$ cat src/core/acc_pkg.sv
package acc_pkg;

	// register bus geometry
	localparam int ADDR_W = 8;
	localparam int DATA_W = 32;
	localparam int CSR_W = 8;

	// byte offsets of the registers
	localparam logic [ADDR_W-1:0] OFF_CSR = 8'h00;
	localparam logic [ADDR_W-1:0] OFF_BIT_SET = 8'h04;
	localparam logic [ADDR_W-1:0] OFF_BIT_CLR = 8'h08;
	localparam logic [ADDR_W-1:0] OFF_EVT_STATUS = 8'h0C;
	localparam logic [ADDR_W-1:0] OFF_EVT_MASK = 8'h10;
	localparam logic [ADDR_W-1:0] OFF_STATE = 8'h14;

	// control/status field positions
	localparam int BIT_POWER_OFF = 7;
	localparam int BIT_BANDGAP = 6;
	localparam int BIT_RESULT = 5;
	localparam int BIT_FLAG = 4;
	localparam int BIT_ENABLE = 3;
	localparam int BIT_RESERVED = 2;
	localparam int BIT_MODE_HI = 1;
	localparam int BIT_MODE_LO = 0;

	// event status / mask layout
	localparam int EVT_W = 2;
	localparam int EVT_TRIGGER = 0;
	localparam int EVT_REF_READY = 1;

	// state register layout
	localparam int ST_REF_ON = 0;
	localparam int ST_REF_READY = 1;
	localparam int ST_CMP_ON = 2;

	// reset values
	localparam logic [CSR_W-1:0] CSR_RESET = 8'h00;
	localparam logic [EVT_W-1:0] EVT_RESET = 2'h0;

	// bus responses
	localparam logic [1:0] RESP_OKAY = 2'h0;
	localparam logic [1:0] RESP_DECERR = 2'h3;

	// reference start-up time
	localparam int CLK_PERIOD_NS = 20;
	localparam int REF_STARTUP_NS = 10000;
	localparam int REF_START_CYCLES =
		(REF_STARTUP_NS + CLK_PERIOD_NS - 1) / CLK_PERIOD_NS;
	localparam int REF_CNT_W = 10;

	// analog input code width and default bandgap code
	localparam int ANA_W = 12;
	localparam logic [ANA_W-1:0] BANDGAP_CODE = 12'h0_3E8;

	typedef enum logic [1:0]
	{
		MODE_TOGGLE = 2'b00,
		MODE_RESERVED = 2'b01,
		MODE_FALL = 2'b10,
		MODE_RISE = 2'b11
	} acc_mode_e;

	typedef enum logic [1:0]
	{
		WS_COLLECT = 2'b00,
		WS_RESP = 2'b01
	} acc_wstate_e;

	typedef struct packed
	{
		logic awvalid;
		logic [ADDR_W-1:0] awaddr;
		logic wvalid;
		logic [DATA_W-1:0] wdata;
		logic [3:0] wstrb;
		logic bready;
		logic arvalid;
		logic [ADDR_W-1:0] araddr;
		logic rready;
	} acc_axil_req_s;

	typedef struct packed
	{
		logic awready;
		logic wready;
		logic bvalid;
		logic [1:0] bresp;
		logic arready;
		logic rvalid;
		logic [DATA_W-1:0] rdata;
		logic [1:0] rresp;
	} acc_axil_rsp_s;

endpackage

$ cat src/core/acc_compare.sv
`timescale 1ns/1ns
module acc_compare
#(
	parameter logic [acc_pkg::ANA_W-1:0] BANDGAP_LEVEL = acc_pkg::BANDGAP_CODE
)
(
	// clock and reset
	input wire logic sys_clk,
	input wire logic rst_n,
	// analog levels as codes
	input wire logic [acc_pkg::ANA_W-1:0] positiveInput,
	input wire logic [acc_pkg::ANA_W-1:0] negativeInput,
	// control
	input wire logic bandgapSelect,
	input wire logic powerOff,
	// results
	output logic resultLive,
	output logic riseEvent,
	output logic fallEvent
);
	import acc_pkg::*;

	logic [ANA_W-1:0] plusLevel;
	logic sampleReg;
	logic sampleNext;
	logic prevReg;
	logic prevNext;

	always_comb
	begin
		// bandgap replaces the positive pin when selected
		plusLevel = bandgapSelect ? BANDGAP_LEVEL : positiveInput;
		// unpowered comparator reads low
		resultLive = !powerOff && (plusLevel > negativeInput);
		sampleNext = resultLive;
		prevNext = sampleReg;
		riseEvent = sampleReg && !prevReg;
		fallEvent = !sampleReg && prevReg;
	end

	always_ff @(posedge sys_clk or negedge rst_n)
	begin
		if (!rst_n)
		begin
			sampleReg <= 1'b0;
			prevReg <= 1'b0;
		end
		else
		begin
			sampleReg <= sampleNext;
			prevReg <= prevNext;
		end
	end
endmodule

$ cat src/core/acc_evt_status.sv
`timescale 1ns/1ns
module acc_evt_status
#(
	parameter int WIDTH = acc_pkg::EVT_W
)
(
	// clock and reset
	input wire logic sys_clk,
	input wire logic rst_n,
	// event pulses
	input wire logic [WIDTH-1:0] eventIn,
	// software access
	input wire logic clearWrite,
	input wire logic maskWrite,
	input wire logic [WIDTH-1:0] writeData,
	// state
	output logic [WIDTH-1:0] status,
	output logic [WIDTH-1:0] mask,
	output logic irq
);
	import acc_pkg::*;

	logic [WIDTH-1:0] statusReg;
	logic [WIDTH-1:0] statusNext;
	logic [WIDTH-1:0] maskReg;
	logic [WIDTH-1:0] maskNext;
	logic irqReg;
	logic irqNext;

	genvar i;
	generate
		for (i = 0; i < WIDTH; i++)
		begin : g_bit
			// set wins over a simultaneous write-one clear
			assign statusNext[i] = eventIn[i] ||
				(statusReg[i] && !(clearWrite && writeData[i]));
		end
	endgenerate

	always_comb
	begin
		maskNext = maskWrite ? writeData : maskReg;
		// a set mask bit keeps its event off the interrupt
		irqNext = |(statusNext & ~maskNext);
	end

	always_ff @(posedge sys_clk or negedge rst_n)
	begin
		if (!rst_n)
		begin
			statusReg <= '0;
			maskReg <= '0;
			irqReg <= 1'b0;
		end
		else
		begin
			statusReg <= statusNext;
			maskReg <= maskNext;
			irqReg <= irqNext;
		end
	end

	assign status = statusReg;
	assign mask = maskReg;
	assign irq = irqReg;
endmodule

$ cat src/core/acc_top.sv
`timescale 1ns/1ns
// Summary of operation
// result high when plus input exceeds minus
// result bit five reads live comparator output
// comparator has its own interrupt request
// bit seven powers the comparator off
// software disables interrupt before toggling power bit
// bit six swaps plus pin for bandgap
// bit two reserved, reads zero, ignores writes
// flag bit four set on matching event
// request needs flag, enable bit three, global enable
// vector execution clears the flag
// writing one clears flag, zero keeps it
// mode bits: toggle, reserved, falling, rising
// software disables interrupt before changing mode
// single-bit set/clear writes back set flag
// reference powered by brown-out enable or bandgap
// software waits reference start-up before use
// software may drop reference before power-down
// edges found by comparing successive clocked samples
module acc_top
#(
	parameter logic [acc_pkg::ANA_W-1:0] BANDGAP_LEVEL = acc_pkg::BANDGAP_CODE
)
(
	// clock and reset
	input wire logic sys_clk,
	input wire logic rst_n,
	// register bus
	input wire acc_pkg::acc_axil_req_s axiReq,
	output acc_pkg::acc_axil_rsp_s axiRsp,
	// analog inputs as codes
	input wire logic [acc_pkg::ANA_W-1:0] positiveInput,
	input wire logic [acc_pkg::ANA_W-1:0] negativeInput,
	// processor side
	input wire logic globalIrqEnable,
	input wire logic irqVectorAck,
	input wire logic brownoutEnableFuse,
	output logic comparatorIrqReq,
	// power and system interrupt
	output logic referencePowerOn,
	output logic comparatorPowerOn,
	output logic irq
);
	import acc_pkg::*;

	// control/status register content
	logic powerOffReg, powerOffNext;
	logic bandgapReg, bandgapNext;
	logic flagReg, flagNext;
	logic enableReg, enableNext;
	acc_mode_e modeReg, modeNext;
	logic irqReqReg, irqReqNext;
	// reference power and start-up, comparator power
	logic refOnReg, refOnNext;
	logic [REF_CNT_W-1:0] refCntReg, refCntNext;
	logic refReadyReg, refReadyNext;
	logic refReadyEvent;
	logic cmpOnReg, cmpOnNext;
	// bus state; ready bits are aw, w, ar from high to low
	acc_wstate_e wStateReg, wStateNext;
	logic awHeldReg, awHeldNext;
	logic wHeldReg, wHeldNext;
	logic [ADDR_W-1:0] wAddrReg, wAddrNext;
	logic [DATA_W-1:0] wDataReg, wDataNext;
	logic [3:0] wStrbReg, wStrbNext;
	logic bValidReg, bValidNext;
	logic [1:0] bRespReg, bRespNext;
	logic rValidReg, rValidNext;
	logic [DATA_W-1:0] rDataReg, rDataNext;
	logic [1:0] rRespReg, rRespNext;
	logic [2:0] readyReg, readyNext;
	// datapath
	logic resultLive, riseEvent, fallEvent, trigger;
	logic doWrite, csrWrite, evtClearWrite, evtMaskWrite;
	logic [CSR_W-1:0] csrImage, csrWriteData;
	logic [EVT_W-1:0] evtStatus, evtMask;

	function automatic logic isMapped(input logic [ADDR_W-1:0] addr);
		isMapped = (addr == OFF_CSR) || (addr == OFF_BIT_SET) ||
			(addr == OFF_BIT_CLR) || (addr == OFF_EVT_STATUS) ||
			(addr == OFF_EVT_MASK) || (addr == OFF_STATE);
	endfunction
	function automatic logic modeMatch(input acc_mode_e mode,
		input logic rise, input logic fall);
		case (mode)
			MODE_TOGGLE: modeMatch = rise || fall;
			MODE_FALL: modeMatch = fall;
			MODE_RISE: modeMatch = rise;
			default: modeMatch = 1'b0;
		endcase
	endfunction
	acc_compare #(
		.BANDGAP_LEVEL(BANDGAP_LEVEL)
	) u_compare (
		.sys_clk(sys_clk),
		.rst_n(rst_n),
		.positiveInput(positiveInput),
		.negativeInput(negativeInput),
		.bandgapSelect(bandgapReg),
		.powerOff(powerOffReg),
		.resultLive(resultLive),
		.riseEvent(riseEvent),
		.fallEvent(fallEvent)
	);
	acc_evt_status #(
		.WIDTH(EVT_W)
	) u_evt (
		.sys_clk(sys_clk),
		.rst_n(rst_n),
		.eventIn({refReadyEvent, trigger}),
		.clearWrite(evtClearWrite),
		.maskWrite(evtMaskWrite),
		.writeData(wDataReg[EVT_W-1:0]),
		.status(evtStatus),
		.mask(evtMask),
		.irq(irq)
	);
	// register image as software sees it
	always_comb
	begin
		csrImage = CSR_RESET;
		csrImage[BIT_POWER_OFF] = powerOffReg;
		csrImage[BIT_BANDGAP] = bandgapReg;
		csrImage[BIT_RESULT] = resultLive;
		csrImage[BIT_FLAG] = flagReg;
		csrImage[BIT_ENABLE] = enableReg;
		csrImage[BIT_RESERVED] = 1'b0;
		csrImage[BIT_MODE_HI:BIT_MODE_LO] = modeReg;
	end
	// write decode; bit set/clear is a read-modify-write of the image
	always_comb
	begin
		doWrite = (wStateReg == WS_COLLECT) && awHeldReg && wHeldReg;
		csrWrite = 1'b0;
		csrWriteData = csrImage;
		evtClearWrite = 1'b0;
		evtMaskWrite = 1'b0;
		if (doWrite && wStrbReg[0])
		begin
			csrWrite = (wAddrReg == OFF_CSR) ||
				(wAddrReg == OFF_BIT_SET) || (wAddrReg == OFF_BIT_CLR);
			if (wAddrReg == OFF_CSR)
				csrWriteData = wDataReg[CSR_W-1:0];
			if (wAddrReg == OFF_BIT_SET)
				csrWriteData[wDataReg[2:0]] = 1'b1;
			if (wAddrReg == OFF_BIT_CLR)
				csrWriteData[wDataReg[2:0]] = 1'b0;
			evtClearWrite = (wAddrReg == OFF_EVT_STATUS);
			evtMaskWrite = (wAddrReg == OFF_EVT_MASK);
		end
	end

	// control/status next values
	always_comb
	begin
		trigger = modeMatch(modeReg, riseEvent, fallEvent);
		powerOffNext = powerOffReg;
		bandgapNext = bandgapReg;
		enableNext = enableReg;
		modeNext = modeReg;
		if (csrWrite)
		begin
			powerOffNext = csrWriteData[BIT_POWER_OFF];
			bandgapNext = csrWriteData[BIT_BANDGAP];
			enableNext = csrWriteData[BIT_ENABLE];
			modeNext = acc_mode_e'(csrWriteData[BIT_MODE_HI:BIT_MODE_LO]);
		end
		// a new event wins over any clear in the same cycle
		flagNext = trigger || (flagReg && !irqVectorAck &&
			!(csrWrite && csrWriteData[BIT_FLAG]));
		irqReqNext = flagReg && enableReg && globalIrqEnable;
		refOnNext = brownoutEnableFuse || bandgapReg;
		cmpOnNext = !powerOffReg;
	end

	// reference start-up tracking
	always_comb
	begin
		refCntNext = refCntReg;
		refReadyNext = refReadyReg;
		refReadyEvent = 1'b0;
		if (!refOnReg)
		begin
			refCntNext = '0;
			refReadyNext = 1'b0;
		end
		else if (!refReadyReg &&
			refCntReg == REF_CNT_W'(REF_START_CYCLES - 1))
		begin
			refReadyNext = 1'b1;
			refReadyEvent = 1'b1;
		end
		else if (!refReadyReg)
			refCntNext = refCntReg + 1'b1;
	end

	always_ff @(posedge sys_clk or negedge rst_n)
	begin
		if (!rst_n)
		begin
			powerOffReg <= CSR_RESET[BIT_POWER_OFF];
			bandgapReg <= CSR_RESET[BIT_BANDGAP];
			flagReg <= CSR_RESET[BIT_FLAG];
			enableReg <= CSR_RESET[BIT_ENABLE];
			modeReg <= MODE_TOGGLE;
			irqReqReg <= 1'b0;
			refOnReg <= 1'b0;
			refCntReg <= '0;
			refReadyReg <= 1'b0;
			cmpOnReg <= 1'b0;
		end
		else
		begin
			powerOffReg <= powerOffNext;
			bandgapReg <= bandgapNext;
			flagReg <= flagNext;
			enableReg <= enableNext;
			modeReg <= modeNext;
			irqReqReg <= irqReqNext;
			refOnReg <= refOnNext;
			refCntReg <= refCntNext;
			refReadyReg <= refReadyNext;
			cmpOnReg <= cmpOnNext;
		end
	end

	// bus slave next values
	always_comb
	begin
		awHeldNext = awHeldReg;
		wHeldNext = wHeldReg;
		wAddrNext = wAddrReg;
		wDataNext = wDataReg;
		wStrbNext = wStrbReg;
		wStateNext = wStateReg;
		bValidNext = bValidReg;
		bRespNext = bRespReg;
		rValidNext = rValidReg;
		rDataNext = rDataReg;
		rRespNext = rRespReg;
		if (axiReq.awvalid && !awHeldReg)
		begin
			awHeldNext = 1'b1;
			wAddrNext = axiReq.awaddr;
		end
		if (axiReq.wvalid && !wHeldReg)
		begin
			wHeldNext = 1'b1;
			wDataNext = axiReq.wdata;
			wStrbNext = axiReq.wstrb;
		end
		case (wStateReg)
			WS_COLLECT:
			begin
				if (doWrite)
				begin
					bValidNext = 1'b1;
					bRespNext = isMapped(wAddrReg) ? RESP_OKAY : RESP_DECERR;
					wStateNext = WS_RESP;
				end
			end
			WS_RESP:
			begin
				if (axiReq.bready)
				begin
					bValidNext = 1'b0;
					awHeldNext = 1'b0;
					wHeldNext = 1'b0;
					wStateNext = WS_COLLECT;
				end
			end
			default: wStateNext = WS_COLLECT;
		endcase
		if (rValidReg)
		begin
			if (axiReq.rready)
				rValidNext = 1'b0;
		end
		else if (axiReq.arvalid)
		begin
			rValidNext = 1'b1;
			rRespNext = isMapped(axiReq.araddr) ? RESP_OKAY : RESP_DECERR;
			rDataNext = '0;
			case (axiReq.araddr)
				OFF_CSR: rDataNext[CSR_W-1:0] = csrImage;
				OFF_EVT_STATUS: rDataNext[EVT_W-1:0] = evtStatus;
				OFF_EVT_MASK: rDataNext[EVT_W-1:0] = evtMask;
				OFF_STATE:
				begin
					rDataNext[ST_REF_ON] = refOnReg;
					rDataNext[ST_REF_READY] = refReadyReg;
					rDataNext[ST_CMP_ON] = cmpOnReg;
				end
				default: rDataNext = '0;
			endcase
		end
		// readies are registered so that they leave straight from flops
		readyNext = {!awHeldNext, !wHeldNext, !rValidNext};
	end

	always_ff @(posedge sys_clk or negedge rst_n)
	begin
		if (!rst_n)
		begin
			wStateReg <= WS_COLLECT;
			awHeldReg <= 1'b0;
			wHeldReg <= 1'b0;
			wAddrReg <= '0;
			wDataReg <= '0;
			wStrbReg <= '0;
			bValidReg <= 1'b0;
			bRespReg <= RESP_OKAY;
			rValidReg <= 1'b0;
			rDataReg <= '0;
			rRespReg <= RESP_OKAY;
			readyReg <= 3'h7;
		end
		else
		begin
			wStateReg <= wStateNext;
			awHeldReg <= awHeldNext;
			wHeldReg <= wHeldNext;
			wAddrReg <= wAddrNext;
			wDataReg <= wDataNext;
			wStrbReg <= wStrbNext;
			bValidReg <= bValidNext;
			bRespReg <= bRespNext;
			rValidReg <= rValidNext;
			rDataReg <= rDataNext;
			rRespReg <= rRespNext;
			readyReg <= readyNext;
		end
	end

	assign axiRsp = {readyReg[2], readyReg[1], bValidReg, bRespReg,
		readyReg[0], rValidReg, rDataReg, rRespReg};

	assign comparatorIrqReq = irqReqReg;
	assign referencePowerOn = refOnReg;
	assign comparatorPowerOn = cmpOnReg;
endmodule

$ cat config.mk
export PLATFORM = sky130hd
export DESIGN_NAME = acc_top
export DESIGN_NICKNAME = d
export VERILOG_FILES = /design/src/core/acc_pkg.sv /design/src/core/acc_compare.sv /design/src/core/acc_evt_status.sv /design/src/core/acc_top.sv
export SDC_FILE = /design/constraint.sdc
export NUM_CORES = 1
export LEC_CHECK = 0
export CAP_MARGIN = 25
export CORE_MARGIN = 1.5
export CORE_UTILIZATION = 50
export CTS_CLUSTER_DIAMETER = 80
export DETAILED_ROUTE_END_ITERATION = 12
export DONT_BUFFER_PORTS = 1
export PLACE_DENSITY = 0.72
export SLEW_MARGIN = 20
export SYNTH_ARGS = -nofsm -noshare
export SYNTH_HDL_FRONTEND = slang
export SYNTH_SLANG_ARGS = --single-unit
export TNS_END_PERCENT = 100
$ cat constraint.sdc
create_clock -name sys_clk -period 2.4 [get_ports sys_clk]
set_clock_uncertainty 0.05 [all_clocks]
set_input_delay 0.24 -clock sys_clk [delete_from_list [all_inputs] [get_ports sys_clk]]
set_output_delay 0.24 -clock sys_clk [all_outputs]
set_load 0.005 [all_outputs]
==> flow_summary_export.csv <==
group,metric,value,unit
worst_setup_path,cp-end-kind,"flop",
synth,synth-edff-count,0,
timing,fin_crit,2.20,ns
timing,worst_pin_slew,0.751,ns
worst_setup_path,cp_cell_sequence,"or4_1 -> or4_4 -> o31ai_1 -> o311ai_1",
synth,ys_seq_area_share,45.2,%
drt,routed_wl,6.42,mm
drt,first_pass_iters,4,
final_layout,final_nets,461,
synth,synth.largest_area_cell,"dfrtp_1",
flow_run,drv_cap,0,
timing,setup_viol,0,
floorplanning,fp.dieW,84.6,um
drt,vias,2431,
timing,hold_viol,0,
floorplanning,rows,29,
synth,syn-cell-area,3330,sq um
synth,synthTopCellsByArea,"dfrtp_1, buf_4, ha_1",
power,p_leak,1.68,nW
final_layout,fillers,566,
timing,finalMaxSlewViolations,0,
floorplanning,dieArea,7160,sq um
worst_setup_path,cp-start-kind,"flop",
worst_setup_path,critical_path_class,"flop to flop",
final_layout,final_cell_area,3750,sq um
clock_tree,numCtsBuffers,9,
clock_tree,path_clk_slew,0.06,ns
synth,yosys_warnings,0,
final_layout,n_antenna_cell,0,
hold_path,hold_class,"input pin to flop",
synth,yosysMostFrequentCell,"dfrtp_1",
worst_setup_path,crit_fanout,6,
final_layout,area_delta_synth_final,12.4,%
timing,fmax,454,MHz
synth,netlist_top_cells_count,"dfrtp_1, buf_4, inv_1",
worst_setup_path,critical_path.max_stage_delay,0.69,ns
grt,grt_pass1_vias,2300,
place,placed_cell_area,3280,sq um
clock_tree,post_cts_buffers,0,
synth,syn_inst,337,
grt,grt.overflow.total,0,
clock_tree,cts_buffer_depth,2,
power,ir_drop,0.587,mV
final_layout,finalNonFillerCells,442,
synth,syn_avg_cell_area,9.89,sq um
clock_tree,cts_tree,"done",
drt,ant_nets,0,
drt,routedWlPerCell,14.5,um
grt,grt_first_pass_wirelength,10.7,mm
grt,track_usage,18.8,%
floorplanning,core-area,6390,sq um
synth,synth_ff_type,"dfrtp_1",
final_layout,drive_gt1_share,12.9,%
timing,setup_slack,0.198,ns
place,io_buffers,0,
drt,drt-initial-drc-count,127,
clock_tree,htree_levels,3,
timing,tns,0,ns
clock_tree,clock_latency,0.33,ns
synth,synth_seq_cells,60,
place,dp_hpwl,4.55,mm
power,powerDensity,863,nW/um^2
clock_tree,root_buffer,"clkbuf_8",
place,place_inst,401,
floorplanning,die_h,84.6,um
clock_tree,clock-sinks,60,
worst_setup_path,critPathSlowestCell,"or4_1",
synth,yosysUniqueCellTypes,52,
timing,fin_crit_sh,91.7,%
place,gp_congestion,0.793,
drt,drc,0,
grt,antenna_found_initial,0,
run_status,status,"complete, no violations",
synth,yosysTopAreaCellShare,42.8,%
floorplanning,start_util,52.2,%
worst_setup_path,cp.required,2.54,ns
floorplanning,num_io_pins,131,
timing,maxSlewHeadroom,49.9,%
worst_setup_path,cp.arrival,2.35,ns
synth,synthArstFlopShare,100,%
drt,avgViaCountPerCell,5.50,
place,dp_slack,0.222,ns
timing,fin_hold_ws,0.0241,ns
grt,grt_max_degree,61,
final_layout,final_util,58.7,%
power,p_total,3.23,mW
timing,rsz0062_at_grt,"no",
[layout make-up]
class	count	area, sq um	share of cell area, %
sequential	60	1510	40.2
timing repair buffer	28	290	7.75
clock inverter	4	50.0	1.34
clock buffer	12	145	3.87
inverter	27	101	2.71
tap	77	96.3	2.57
multi-input combinational	234	1560	41.6
[timing repair]
action,in CTS,in global routing
endpoints found under the hold margin,85,0
gates resized for setup,0,0
hold buffers,25,0
[final timing paths]
kind                                     from                end  slack, ns  cells past startpoint
min in group asynchronous               rst_n        rDataReg[3]       0.44                      2
min                           globalIrqEnable   comparatorIrqReq       0.02                      1
max reg2reg                       wAddrReg[0]        powerOffReg       0.20                      4
max                               wAddrReg[0]        powerOffReg       0.20                      4
max in group asynchronous               rst_n        readyReg[2]       1.57                      2
min reg2reg                u_compare.prevNext  u_compare.prevReg       0.36                      0
[per-layer routing]
layer,GRT usage [%],vias to the layer above,routed length [um]
li1,-,1185,-
met1,23.5,1161,2760
met2,30.8,81,3200
met3,6.10,4,439
met4,6.16,0,29
met5,0,-,0
[cell usage in the layout, fill, tap and decap left out, types with 6 or more instances in the layout]
cell            n
mux2_2         14
nand4_1         7
dlygate4sd3_1  24
inv_1          26
a21oi_1        15
clkbuf_8       10
nand3_1         6
or2_2           8
nand2_1        23
ha_1           15
conb_1         24
nor2_1         17
nand4b_1        6
o21ai_0        17
nor2b_1         9
dfrtp_1        57
[kinds of logic (layout without fill, tap and decap cells)]
group                    count (synthesis)  in the layout  share of synthesized area [%]
AND/OR/NAND/NOR                        105            105                           18.1
buffers and inverters                   66             71                           10.7
AO/OA/AOI/OAI                           65             65                           12.5
flip-flops                              60             60                           45.2
multiplexers                            19             19                           6.23
adder cells (fa/ha/maj)                 15             15                           5.63
XOR/XNOR                                 6              6                           1.58
other                                    1             24                          0.113
[critical path: cells and delay by family, from the launching register on]
family / cells / cell delay (ns)
AOI/OAI and AO/OA: 2 / 0.39
DFF: 1 / 0.38
and+or+nand+nor: 2 / 1.26
[sequential cells by signal, summed over array words and instances (netlist names), 2 cells and up]
name and flops:
wDataReg 7, readyReg 3, modeReg 2, rDataReg 8, wAddrReg 8, u_evt.mask 2
u_evt.status 2, refCntReg 10
[where the power goes]
part           leakage, nW  total (mW)  switching (mW)  internal [mW]
sequential           0.747        1.56           0.291           1.27
combinational        0.843       0.781           0.396          0.385
clock               0.0926       0.891           0.384          0.507
Note: power is estimated with default switching activity, not from simulation.
